File: src/design/cell_prot_consts.svh
// timing constants and selector encodings for the cell protection controller
`ifndef CELL_PROT_CONSTS_SVH
`define CELL_PROT_CONSTS_SVH

`define CLK_HZ            50000000
`define TICK_HZ           10000
`define TICK_DIV          (`CLK_HZ / `TICK_HZ)

// delays in microseconds, converted to 10 kHz ticks (100 us per tick)
`define TICK_US           100
`define OVC_DLY_US_0      250000
`define OVC_DLY_US_1      1000000
`define OVC_DLY_US_2      1250000
`define OVC_DLY_US_3      4500000
`define UVD_DLY_US        96000
`define OCD_DLY_US        16000
`define OCC_DLY_US        8000
`define SHORT_DLY_US      250
`define RECOVER_DLY_US    1000

`define OVC_SEL_RST       2'h0

`endif

File: src/design/cell_prot_pkg.sv
// types for the cell protection controller
package cell_prot_pkg;

  typedef enum logic [2:0] {
    ST_NORMAL,
    ST_OVERCHARGE,
    ST_OVERDISCHARGE,
    ST_POWERDOWN,
    ST_DSG_OVERCURRENT,
    ST_CHG_OVERCURRENT,
    ST_ZERO_VOLT
  } prot_state_t;

endpackage

File: src/design/cell_prot_fsm.sv
// fault-state controller for a single-cell lithium protector
`timescale 1ns/1ps
`include "cell_prot_consts.svh"

// How it works
// - normal mode: both gate outputs on
// - sustained overcharge drops charge gate
// - release overcharge below release level, sense normal
// - discharging sense: release below overcharge threshold
// - charger present keeps overcharge latched
// - overcharge blocks discharge overcurrent and short detection
// - sustained low cell drops discharge gate
// - over-discharge: pull-up on, sink off, power-down
// - charger lifts sense difference, leaves power-down
// - deep charger: release at over-discharge threshold
// - weak charger: release at release level
// - discharge overcurrent: gate off, sink on
// - sense near cell-minus-1V returns normal
// - sustained charge overcurrent drops charge gate
// - sense back above threshold returns normal
// - no charge overcurrent in over-discharge
// - charge overcurrent: pull-up and sink off
// - zero-volt charge ties gate, normal later
// - expired charge overcurrent beats zero-volt entry
// - below inhibit level charge gate held low
// - timers run from 10 kHz tick
// - short circuit trips after short delay
// - recovery timer before gate returns on, except zero-volt exit and inhibit release
// - short delay fixed at 300 us (250 us rounded up to 3 ticks)
// - overcharge delay one of four values

module cell_prot_fsm
  import cell_prot_pkg::*;
#(
  parameter logic [1:0] OVC_SEL = `OVC_SEL_RST,
  parameter int         TW      = 16,
  parameter int         DIV     = `TICK_DIV
) (
  // clock, reset, enable
  input  wire logic i_clk,
  input  wire logic i_rst_n,
  input  wire logic i_ce,
  // comparator results, asynchronous
  input  wire logic i_cell_above_overcharge_threshold,
  input  wire logic i_cell_above_overcharge_release_level,
  input  wire logic i_cell_below_overdischarge_threshold,
  input  wire logic i_cell_above_overdischarge_release_level,
  input  wire logic i_cell_below_zero_volt_inhibit_level,
  input  wire logic i_sense_above_discharge_overcurrent_threshold,
  input  wire logic i_sense_above_short_circuit_threshold,
  input  wire logic i_sense_below_charge_overcurrent_threshold,
  input  wire logic i_sense_above_charge_overcurrent_min,
  input  wire logic i_sense_below_minus_0v7,
  input  wire logic i_sense_within_1v3_of_cell,
  input  wire logic i_sense_within_1v_of_cell,
  input  wire logic i_charger_at_zero_volt_charge_start_level,
  // gate and sense controls
  output logic      o_charge_gate_out,
  output logic      o_discharge_gate_out,
  output logic      o_charge_gate_tie_cell,
  output logic      o_sense_pullup_en,
  output logic      o_sense_sink_en,
  output logic      o_power_down,
  output logic [2:0] o_state
);

  localparam int DIV_W = $clog2(DIV);
  localparam logic [TW-1:0] OVC_LIM_0 = TW'(`OVC_DLY_US_0 / `TICK_US);
  localparam logic [TW-1:0] OVC_LIM_1 = TW'(`OVC_DLY_US_1 / `TICK_US);
  localparam logic [TW-1:0] OVC_LIM_2 = TW'(`OVC_DLY_US_2 / `TICK_US);
  localparam logic [TW-1:0] OVC_LIM_3 = TW'(`OVC_DLY_US_3 / `TICK_US);
  localparam logic [TW-1:0] OVC_LIM   = (OVC_SEL == 2'h0) ? OVC_LIM_0 :
                                        (OVC_SEL == 2'h1) ? OVC_LIM_1 :
                                        (OVC_SEL == 2'h2) ? OVC_LIM_2 : OVC_LIM_3;
  localparam logic [TW-1:0] UVD_LIM   = TW'(`UVD_DLY_US / `TICK_US);
  localparam logic [TW-1:0] OCD_LIM   = TW'(`OCD_DLY_US / `TICK_US);
  localparam logic [TW-1:0] OCC_LIM   = TW'(`OCC_DLY_US / `TICK_US);
  localparam logic [TW-1:0] SHORT_LIM = TW'((`SHORT_DLY_US + `TICK_US - 1) / `TICK_US);
  localparam logic [TW-1:0] REC_LIM   = TW'(`RECOVER_DLY_US / `TICK_US);

  localparam int NIN = 13;
  localparam int NT  = 6;

  typedef struct packed {
    logic [NIN-1:0] sync1;
    logic [NIN-1:0] sync2;
    logic [DIV_W-1:0] div;
    logic             tick;
    prot_state_t      st;
    logic             chg;
    logic             dsg;
    logic             tie;
    logic             pull;
    logic             sink;
    logic             pdn;
  } fsm_t;

  fsm_t s_q;
  fsm_t s_d;

  logic [NIN-1:0] raw;
  logic ov;
  logic ov_rel;
  logic uv;
  logic uv_rel;
  logic inh;
  logic ocd;
  logic scc;
  logic occ;
  logic occ_min;
  logic neg07;
  logic w13;
  logic w1;
  logic zchg;

  assign raw = {i_cell_above_overcharge_threshold, i_cell_above_overcharge_release_level,
                i_cell_below_overdischarge_threshold, i_cell_above_overdischarge_release_level,
                i_cell_below_zero_volt_inhibit_level, i_sense_above_discharge_overcurrent_threshold,
                i_sense_above_short_circuit_threshold, i_sense_below_charge_overcurrent_threshold,
                i_sense_above_charge_overcurrent_min, i_sense_below_minus_0v7,
                i_sense_within_1v3_of_cell, i_sense_within_1v_of_cell,
                i_charger_at_zero_volt_charge_start_level};
  assign {ov, ov_rel, uv, uv_rel, inh, ocd, scc, occ, occ_min, neg07, w13, w1, zchg} = s_q.sync2;

  // detection and recovery timers
  logic [NT-1:0]    t_cond;
  logic [NT-1:0]    t_exp;
  logic [NT*TW-1:0] t_lim;
  logic             rec_cond;

  localparam int T_OV  = 0;
  localparam int T_UV  = 1;
  localparam int T_OCD = 2;
  localparam int T_SC  = 3;
  localparam int T_OCC = 4;
  localparam int T_REC = 5;

  assign t_cond[T_OV]  = (s_q.st == ST_NORMAL) && ov;
  assign t_cond[T_UV]  = (s_q.st == ST_NORMAL || s_q.st == ST_OVERCHARGE) && uv;
  assign t_cond[T_OCD] = (s_q.st == ST_NORMAL) && ocd && !ov;
  assign t_cond[T_SC]  = (s_q.st == ST_NORMAL) && scc && !ov;
  assign t_cond[T_OCC] = (s_q.st == ST_NORMAL) && occ && !uv;
  assign t_cond[T_REC] = rec_cond;
  assign t_lim = {REC_LIM, OCC_LIM, SHORT_LIM, OCD_LIM, UVD_LIM, OVC_LIM};

  genvar g;
  generate
    for (g = 0; g < NT; g++)
    begin : g_tmr
      fault_timer #(.W(TW)) u_tmr (
        .i_clk     (i_clk),
        .i_rst_n   (i_rst_n),
        .i_ce      (i_ce),
        .i_tick    (s_q.tick),
        .i_cond    (t_cond[g]),
        .i_limit   (t_lim[g*TW +: TW]),
        .o_expired (t_exp[g])
      );
    end
  endgenerate

  // release condition per fault state
  always_comb
  begin
    rec_cond = 1'b0;
    case (s_q.st)
      ST_OVERCHARGE:
      begin
        if (ocd)
          rec_cond = !ov;
        else if (occ_min && !zchg)
          rec_cond = !ov_rel;
        else
          rec_cond = 1'b0;
      end
      ST_OVERDISCHARGE, ST_POWERDOWN:
      begin
        if (neg07)
          rec_cond = !uv;
        else
          rec_cond = uv_rel && !w13;
      end
      ST_DSG_OVERCURRENT: rec_cond = !w1;
      ST_CHG_OVERCURRENT: rec_cond = !occ;
      default:            rec_cond = 1'b0;
    endcase
  end

  always_comb
  begin
    s_d       = s_q;
    s_d.sync1 = raw;
    s_d.sync2 = s_q.sync1;
    s_d.tick  = 1'b0;
    if (s_q.div == DIV_W'(DIV - 1))
    begin
      s_d.div  = '0;
      s_d.tick = 1'b1;
    end
    else
    begin
      s_d.div = s_q.div + DIV_W'(1);
    end
    case (s_q.st)
      ST_NORMAL:
      begin
        if (t_exp[T_UV])
          s_d.st = ST_OVERDISCHARGE;
        else if (t_exp[T_SC] || t_exp[T_OCD])
          s_d.st = ST_DSG_OVERCURRENT;
        else if (t_exp[T_OV])
          s_d.st = ST_OVERCHARGE;
        else if (t_exp[T_OCC])
          s_d.st = ST_CHG_OVERCURRENT;
        else if (uv && zchg)
          s_d.st = ST_ZERO_VOLT;
      end
      ST_OVERCHARGE:
      begin
        if (t_exp[T_UV])
          s_d.st = ST_OVERDISCHARGE;
        else if (t_exp[T_REC])
          s_d.st = ST_NORMAL;
      end
      ST_OVERDISCHARGE:
      begin
        if (t_exp[T_REC])
          s_d.st = ST_NORMAL;
        else if (w13)
          s_d.st = ST_POWERDOWN;
      end
      ST_POWERDOWN:
      begin
        if (t_exp[T_REC])
          s_d.st = ST_NORMAL;
        else if (!w13)
          s_d.st = ST_OVERDISCHARGE;
      end
      ST_DSG_OVERCURRENT, ST_CHG_OVERCURRENT:
      begin
        if (t_exp[T_REC])
          s_d.st = ST_NORMAL;
      end
      ST_ZERO_VOLT:
      begin
        if (uv_rel || !zchg)
          s_d.st = ST_NORMAL;
      end
      default: s_d.st = ST_NORMAL;
    endcase
    // outputs follow the next state
    s_d.chg  = 1'b1;
    s_d.dsg  = 1'b1;
    s_d.tie  = 1'b0;
    s_d.pull = 1'b1;
    s_d.sink = 1'b0;
    s_d.pdn  = 1'b0;
    case (s_d.st)
      ST_OVERCHARGE:      s_d.chg = 1'b0;
      ST_OVERDISCHARGE:
      begin
        s_d.dsg  = 1'b0;
        s_d.pull = 1'b1;
        s_d.sink = 1'b0;
      end
      ST_POWERDOWN:
      begin
        s_d.dsg = 1'b0;
        s_d.pdn = 1'b1;
      end
      ST_DSG_OVERCURRENT:
      begin
        s_d.dsg  = 1'b0;
        s_d.sink = 1'b1;
        s_d.pull = 1'b0;
      end
      ST_CHG_OVERCURRENT:
      begin
        s_d.chg  = 1'b0;
        s_d.pull = 1'b0;
        s_d.sink = 1'b0;
      end
      ST_ZERO_VOLT:
      begin
        s_d.dsg = 1'b0;
        s_d.tie = 1'b1;
      end
      default: s_d.chg = 1'b1;
    endcase
    if (inh)
    begin
      s_d.chg = 1'b0;
      s_d.tie = 1'b0;
    end
  end

  always_ff @(posedge i_clk or negedge i_rst_n)
  begin
    if (!i_rst_n)
    begin
      s_q      <= '0;
      s_q.st   <= ST_NORMAL;
      s_q.chg  <= 1'b1;
      s_q.dsg  <= 1'b1;
      s_q.pull <= 1'b1;
    end
    else if (i_ce)
    begin
      s_q <= s_d;
    end
  end

  assign o_charge_gate_out    = s_q.chg;
  assign o_discharge_gate_out = s_q.dsg;
  assign o_charge_gate_tie_cell = s_q.tie;
  assign o_sense_pullup_en    = s_q.pull;
  assign o_sense_sink_en      = s_q.sink;
  assign o_power_down         = s_q.pdn;
  assign o_state              = s_q.st;

  a_inhibit_chg : assert property (@(posedge i_clk) disable iff (!i_rst_n)
    (i_ce && inh) |=> !o_charge_gate_out)
    else $error("charge gate on below inhibit level");
  a_normal_gates : assert property (@(posedge i_clk) disable iff (!i_rst_n)
    (i_ce && s_d.st == ST_NORMAL && !inh) |=> (o_charge_gate_out && o_discharge_gate_out))
    else $error("gate off in normal mode");
  a_ovc_gate : assert property (@(posedge i_clk) disable iff (!i_rst_n)
    (s_q.st == ST_OVERCHARGE) |-> !o_charge_gate_out)
    else $error("charge gate on in overcharge");
  a_ocd_sink : assert property (@(posedge i_clk) disable iff (!i_rst_n)
    (s_q.st == ST_DSG_OVERCURRENT) |-> (o_sense_sink_en && !o_sense_pullup_en && !o_discharge_gate_out))
    else $error("discharge overcurrent controls wrong");
  a_occ_float : assert property (@(posedge i_clk) disable iff (!i_rst_n)
    (s_q.st == ST_CHG_OVERCURRENT) |-> (!o_sense_sink_en && !o_sense_pullup_en))
    else $error("charge overcurrent sense not floating");
  a_uv_pullup : assert property (@(posedge i_clk) disable iff (!i_rst_n)
    (s_q.st == ST_OVERDISCHARGE) |-> (o_sense_pullup_en && !o_sense_sink_en && !o_discharge_gate_out))
    else $error("over-discharge sense controls wrong");
  a_short_trip : assert property (@(posedge i_clk) disable iff (!i_rst_n)
    (i_ce && s_q.st == ST_NORMAL && t_exp[T_SC] && !t_exp[T_UV]) |=> (s_q.st == ST_DSG_OVERCURRENT))
    else $error("short circuit did not trip");
  a_tick_period : assert property (@(posedge i_clk) disable iff (!i_rst_n)
    (s_q.tick && i_ce) |=> !s_q.tick)
    else $error("tick longer than one cycle");

endmodule

File: src/design/fault_timer.sv
// continuous-condition tick counter used for detection and recovery delays
`timescale 1ns/1ps

module fault_timer #(
  parameter int W = 16
) (
  // clock, reset and enable
  input  wire logic         i_clk,
  input  wire logic         i_rst_n,
  input  wire logic         i_ce,
  // control
  input  wire logic         i_tick,
  input  wire logic         i_cond,
  input  wire logic [W-1:0] i_limit,
  // status
  output logic              o_expired
);

  typedef struct packed {
    logic [W-1:0] cnt;
    logic         exp;
  } tmr_t;

  tmr_t s_q;
  tmr_t s_d;

  always_comb
  begin
    s_d = s_q;
    if (!i_cond)
    begin
      s_d.cnt = '0;
      s_d.exp = 1'b0;
    end
    else if (i_tick && !s_q.exp)
    begin
      if (s_q.cnt + W'(1) >= i_limit)
      begin
        s_d.exp = 1'b1;
      end
      s_d.cnt = s_q.cnt + W'(1);
    end
  end

  always_ff @(posedge i_clk or negedge i_rst_n)
  begin
    if (!i_rst_n)
    begin
      s_q <= '0;
    end
    else if (i_ce)
    begin
      s_q <= s_d;
    end
  end

  assign o_expired = s_q.exp;

  a_restart_clear : assert property (@(posedge i_clk) disable iff (!i_rst_n)
    (i_ce && !i_cond) |=> !o_expired)
    else $error("timer expired without its condition");

endmodule
File: config.mk
export PLATFORM = sky130hd
export DESIGN_NAME = cell_prot_fsm
export DESIGN_NICKNAME = d
export VERILOG_FILES = /design/src/design/cell_prot_pkg.sv /design/src/design/cell_prot_fsm.sv /design/src/design/fault_timer.sv
export VERILOG_INCLUDE_DIRS = /design/src /design/src/design
export SDC_FILE = /design/constraint.sdc
export NUM_CORES = 1
export LEC_CHECK = 0
export BUFFER_PORTS_ARGS = -buffer_cell sky130_fd_sc_hd__buf_2
export CAP_MARGIN = 10
export CORE_ASPECT_RATIO = 1.5
export CORE_MARGIN = 4
export CORE_UTILIZATION = 30
export DETAILED_ROUTE_END_ITERATION = 12
export PLACE_DENSITY_LB_ADDON = 0.08
export REMOVE_ABC_BUFFERS = 1
export SLEW_MARGIN = 0
export SYNTH_ARGS = -nofsm -noshare
export SYNTH_HDL_FRONTEND = slang
export SYNTH_HIERARCHICAL = 1
export SYNTH_SLANG_ARGS = --single-unit
File: constraint.sdc
create_clock -name i_clk -period 5.3 [get_ports i_clk]
set_clock_uncertainty 0.1 [all_clocks]
set_input_delay 1.06 -clock i_clk [delete_from_list [all_inputs] [get_ports i_clk]]
set_output_delay 1.06 -clock i_clk [all_outputs]
set_load 0.02 [all_outputs]
==> flow_metrics.env, run 1 <==
export IMPL_portBuffers=24
export IMPL_fin_area_um2=12500
export IMPL_clk_latency_ns=0.44
export IMPL_num_rows=85
export IMPL_wl_met3_um=438
export IMPL_fin_crit_sh_pct=61.9
export IMPL_criticalPathCategory="reg2reg"
export IMPL_met1Wirelength_mm=12.6
export IMPL_ys_types=61
export IMPL_start_util_pct=30.3
export IMPL_finalHoldViolCount=0
export IMPL_fillers=3847
export IMPL_core_region_area_um2=35900
export IMPL_synth_edf_count=0
export IMPL_maxCapViolations=0
export IMPL_antenna_found_initial=0
export IMPL_top_layer="met4"
export IMPL_ant_nets=0
export IMPL_post_place_ws_ns=2.03
export IMPL_wl_per_cell_um=15.8
export IMPL_ys_seq_area_share_pct=34.7
export IMPL_diodes=0
export IMPL_cts_buffer_depth=2
export IMPL_dp_cells=1764
export IMPL_rsz0062_at_grt="no"
export IMPL_cp_start_kind="register"
export IMPL_fin_tns_setup_ns=0
export IMPL_post_cts_resize_count=0
export IMPL_root_buffer="clkbuf_16"
export IMPL_cts_hold_buf=0
export IMPL_grt_pass1_vias=8918
export IMPL_synth_cells=1211
export IMPL_area_delta_synth_final_pct=14.3
export IMPL_final_core_util_pct=34.7
export IMPL_layout_min_cycle_time_ns=3.28
export IMPL_grt_overflow=0
export IMPL_synth_flop_cell="dfrtp_1"
export IMPL_cts_sink_count=151
export IMPL_die_area_um2=39500
export IMPL_maxSlewViolCount=0
export IMPL_layout_drive_gt1_share_pct=9.03
export IMPL_die_height_um=241
export IMPL_postPlaceCellArea_um2=11800
export IMPL_grt_max_degree=62
export IMPL_ys_seq_elements=151
export IMPL_h_tree_depth=4
export IMPL_relSlewSlack_pct=41.1
export IMPL_post_route_drc_count=0
export IMPL_hpwl_mm=21.0
export IMPL_cts_tree="yes"
export IMPL_hp_class="reg2reg"
export IMPL_pwr_density_cell_nw_per_um2=258
export IMPL_irDropWorstVdd_uv=142
export IMPL_viasPerCell=4.94
export IMPL_setup_ws_ns=2.02
export IMPL_drtIter0Drc=453
export IMPL_syn_area_per_cell_um2=9.00
export IMPL_wirelength_mm=28.3
export IMPL_crit_arrival_ns=3.53
export IMPL_ys_async_sr_fraction_pct=100
export IMPL_crit_required_ns=5.55
export IMPL_cp_max_fo=8
export IMPL_clk_pin_slew_ns=0.06
export IMPL_setup_viol=0
export IMPL_run_status="finished clean"
export IMPL_fmax_mhz=305
export IMPL_numCtsBuffers=17
export IMPL_worst_pin_slew_ns=0.884
export IMPL_endpoint_kind="register"
export IMPL_grt_usage_pct=14.9
export IMPL_die_w_um=164
export IMPL_post_cts_buffers=0
export IMPL_vias=8865
export IMPL_synth_area_um2=10900
export IMPL_nNetsFinal=1424
export IMPL_wl_met2_mm=14.5
export IMPL_first_pass_iters=4
export IMPL_grt_pass1_wl_mm=47.0
export IMPL_gp_congestion=0.790
export IMPL_ys_warnings_count=6
export IMPL_instances_no_fill=1796
export IMPL_p_leak_nw=5.50
export IMPL_io_pins=25
## state kept, by name, indices dropped and copies added, names as in the netlist
register                flops
g_tmr.u_tmr/s_q            96
s_q                        20
s_d                        13
g_tmr.u_tmr/o_expired       6
o_state                     3
inh                         1
neg07                       1
o_charge_gate_out           1
o_charge_gate_tie_cell      1
o_discharge_gate_out        1
o_power_down                1
o_sense_pullup_en           1
o_sense_sink_en             1
occ                         1
occ_min                     1
ocd                         1
ov                          1
ov_rel                      1
## stage by stage
| stage | total power (W) | hold WS (ns) |
|---|---|---|
| global route | 0.00340 | 0.409 |
| floorplan | 0.00166 | 0.320 |
| finish | 0.00321 | 0.383 |
| detailed placement | 0.00188 | 0.381 |
| CTS | 0.00327 | 0.387 |
| global placement | 0.00188 | 0.372 |
## per-layer routing
layer / GRT usage (%) / vias up
met5: 0 / -
met1: 18.2 / 4219
met3: 1.92 / 38
li1: - / 4515
met4: 5.72 / 0
met2: 26.7 / 93
## Yosys cell counts, types with 12 or more instances
master	count	area share (%)
nor4_1	15	0.86
nand2_1	96	3.3
nand4_1	50	2.9
xor2_1	38	3.1
a22o_1	37	3.0
dfrtp_1	148	34
o31ai_1	18	1.2
a31oi_1	25	1.4
nand3_1	30	1.4
nand2b_1	19	1.1
ha_1	103	12
clkbuf_1	44	1.5
a41oi_1	19	1.5
nor3_1	15	0.69
o21ai_0	58	2.7
and3_1	18	1.0
o21a_1	19	1.3
a21oi_1	77	3.5
inv_1	118	4.1
and4_1	19	1.5
a2111oi_0	12	0.96
mux2_2	24	2.5
nor2_1	44	1.5
xnor2_1	56	4.5
## worst max-delay path: stages, from the launching register on
cell      delay, ns
dfrtp_1        0.48
ha_1           0.26
and4_1         0.36
and3_1         0.29
xor2_1         0.10
ha_1           0.29
nand4_1        0.15
or4_1          0.56
o32a_1         0.38
a221oi_2       0.21
## cells by family after synthesis
| group | share of synthesized area, % |
|---|---|
| buf+inv | 6.61 |
| flops | 34.7 |
| simple gates | 17.4 |
| xor+xnor | 7.55 |
| mux | 2.66 |
| compound gates | 19.1 |
| fa+ha+maj | 11.8 |
| other cells | 0.0689 |
## layout make-up
cell class | count | area (um2) | share of cell area (%)
Tap cell | 478 | 598 | 4.80
Clock inverter | 14 | 206 | 1.66
Inverter | 119 | 447 | 3.59
Timing Repair Buffer | 40 | 249 | 2.00
Clock buffer | 18 | 429 | 3.44
Multi-Input combinational cell | 976 | 6750 | 54.2
Sequential cell | 151 | 3780 | 30.4
## where the power goes
| part | switching, W | internal [W] | total (W) |
|---|---|---|---|
| logic | 0.000321 | 0.000195 | 0.000516 |
| registers | 0.000100 | 0.00123 | 0.00133 |
| clock network | 0.000532 | 0.000831 | 0.00136 |
## placed cells by master, fill, tap and decap left out, types with 12 or more instances in the layout
cell type,netlist,routed
nand3_1,30,30
o31ai_1,18,18
nand4_1,50,50
nand2b_1,19,19
clkbuf_16,0,17
mux2_2,24,24
and3_1,18,18
buf_4,3,17
ha_1,103,103
xnor2_1,56,56
a22o_1,37,37
a21oi_1,77,77
conb_1,2,96
dfrtp_1,148,148
nor2_1,44,44
a31oi_1,25,25
o21ai_0,58,58
a2111oi_0,12,12
and4_1,19,19
nor4_1,15,15
xor2_1,38,38
nand2_1,96,96
a41oi_1,19,19
nor3_1,15,15
inv_1,118,118
o21a_1,19,19
buf_2,7,22
## path summary, 6_finish.rpt
path | startpoint | slack, ns | endpoint | cells past startpoint
min in group asynchronous | i_rst_n | 0.43 | g_tmr[1].u_tmr/s_q[11] | 1
worst min-delay path | s_q[22] | 0.38 | s_q[22] | 1
worst max-delay path | g_tmr[1].u_tmr/s_q[1] | 2.02 | g_tmr[1].u_tmr/o_expired | 9
worst max register to register | g_tmr[1].u_tmr/s_q[1] | 2.02 | g_tmr[1].u_tmr/o_expired | 9
max in group asynchronous | i_rst_n | 3.69 | g_tmr[2].u_tmr/s_q[13] | 2
worst min register to register | s_q[22] | 0.38 | s_q[22] | 1
No activity file was read; power rests on OpenSTA's default activity.
==> run 2: changes to the inputs <==
clock period = 3 ns   (was 5.3 ns; I/O delays follow)
==> flow_metrics.env, run 2 (synthesis gave the netlist of run 1 again) <==
export IMPL_hpwl_mm=22.6
export IMPL_endpoint_kind="register"
export IMPL_grt_max_degree=52
export IMPL_cts_tree="yes"
export IMPL_largest_register="g_tmr.u_tmr/s_q"
export IMPL_setup_ws_ns=0.108
export IMPL_post_route_drc_count=0
export IMPL_cp_start_kind="register"
export IMPL_p_leak_nw=6.24
export IMPL_gp_congestion=0.819
export IMPL_layout_drive_gt1_share_pct=21.0
export IMPL_pwr_density_cell_nw_per_um2=403
export IMPL_cts_hold_buf=0
export IMPL_vias=9513
export IMPL_diodes=0
export IMPL_io_pins=25
export IMPL_hp_class="in2async"
export IMPL_core_region_area_um2=35900
export IMPL_post_place_ws_ns=-0.0718
export IMPL_clk_latency_ns=0.44
export IMPL_wl_per_cell_um=15.3
export IMPL_finalHoldViolCount=0
export IMPL_clk_pin_slew_ns=0.07
export IMPL_crit_required_ns=3.25
export IMPL_crit_arrival_ns=3.14
export IMPL_setup_viol=0
export IMPL_root_buffer="clkbuf_16"
export IMPL_worst_pin_slew_ns=0.617
export IMPL_largest_reg_flops=96
export IMPL_grt_overflow=0
export IMPL_wirelength_mm=29.7
export IMPL_fmax_mhz=346
export IMPL_grt_usage_pct=15.5
export IMPL_numCtsBuffers=17
export IMPL_cp_max_fo=5
export IMPL_rsz0062_at_grt="yes"
export IMPL_final_common_cell="buf_4"
export IMPL_nNetsFinal=1567
export IMPL_postPlaceCellArea_um2=12800
export IMPL_irDropWorstVdd_uv=358
export IMPL_criticalPathCategory="reg2reg"
export IMPL_first_pass_iters=5
export IMPL_grt_pass1_wl_mm=48.9
export IMPL_fin_area_um2=13700
export IMPL_cts_buffer_depth=2
export IMPL_run_status="finished clean"
export IMPL_drtIter0Drc=402
export IMPL_area_delta_synth_final_pct=25.3
export IMPL_cts_sink_count=151
export IMPL_die_area_um2=39500
export IMPL_relSlewSlack_pct=57.8
export IMPL_final_cell_mix="buf_4 (157), dfrtp_1 (134), inv_1 (118)"
export IMPL_h_tree_depth=4
export IMPL_portBuffers=24
export IMPL_die_height_um=241
export IMPL_fin_tns_setup_ns=0
export IMPL_fillers=3789
export IMPL_maxCapViolations=0
export IMPL_maxSlewViolCount=0
export IMPL_ant_nets=0
export IMPL_num_rows=85
export IMPL_viasPerCell=4.91
export IMPL_layout_min_cycle_time_ns=2.89
export IMPL_fin_crit_sh_pct=96.4
export IMPL_die_w_um=164
export IMPL_start_util_pct=30.3
export IMPL_antenna_found_initial=0
export IMPL_grt_pass1_vias=9739
run 2: metrics by stage:
stage | util [%] | instances | hold slack [ns] | power (W)
3_3_place_gp | 35.6 | 1888 | 0.365 | 0.00339
5_1_grt | 38.0 | 1939 | 0.0346 | 0.00583
6_report | 38.0 | 1939 | 0.00441 | 0.00550
2_1_floorplan | - | 1246 | 0.204 | 0.00293
4_1_cts | 37.3 | 1923 | 0.0106 | 0.00560
3_5_place_dp | 35.6 | 1888 | 0.379 | 0.00339
run 2: worst max-delay path: stages, from the launching register on:
cell,delay [ns]
dfrtp_2,0.45
and3_1,0.23
buf_4,0.16
and3_1,0.19
xor2_1,0.15
ha_1,0.27
nand4_1,0.15
or4_1,0.55
o32a_1,0.34
a221oi_2,0.21
run 2: power by group:
part           internal [W]  leakage, nW  total [W]  switching [W]
Clock               0.00116        0.275    0.00215       0.000986
Sequential          0.00218         1.99    0.00231       0.000132
Combinational      0.000405         3.97    0.00104       0.000637
Total               0.00374         6.24    0.00550        0.00175
run 2: per-layer routing:
metal | routed length [um] | global-route usage (%) | vias to the layer above
met4 | 982 | 7.04 | 0
met3 | 528 | 2.03 | 48
met5 | 0 | 0 | -
li1 | - | - | 4801
met2 | 15600 | 28.8 | 110
met1 | 12600 | 17.6 | 4554
run 2: cell type report:
class                           instances  area, um2  share of cell area (%)
Sequential cell                       151       3800                    27.8
Tap cell                              478        598                    4.38
Timing Repair Buffer                  183       1350                    9.90
Multi-Input combinational cell        976       6880                    50.4
Clock buffer                           17        425                    3.12
Clock inverter                         15        146                    1.07
Inverter                              119        447                    3.27
run 2: worst paths after layout:
| kind | start | end | slack, ns | cells past startpoint |
|---|---|---|---|---|
| worst max register to register | g_tmr[1].u_tmr/s_q[8] | g_tmr[1].u_tmr/o_expired | 0.11 | 9 |
| min in group i_clk | i_cell_above_overcharge_release_level | s_d[34] | 0.28 | 2 |
| worst min-delay path | i_rst_n | g_tmr[1].u_tmr/s_q[8] | 0.004 | 1 |
| worst min register to register | s_q[22] | s_q[22] | 0.39 | 1 |
| worst max-delay path | g_tmr[1].u_tmr/s_q[8] | g_tmr[1].u_tmr/o_expired | 0.11 | 9 |
| max in group asynchronous | i_rst_n | g_tmr[0].u_tmr/s_q[5] | 2.05 | 2 |
run 2: timing repair:
action | in CTS | in global routing
pin swaps | 1 | 33
resized for setup | 8 | 46
setup endpoints to repair | 5 | 6
buffers inserted | 3 | 16
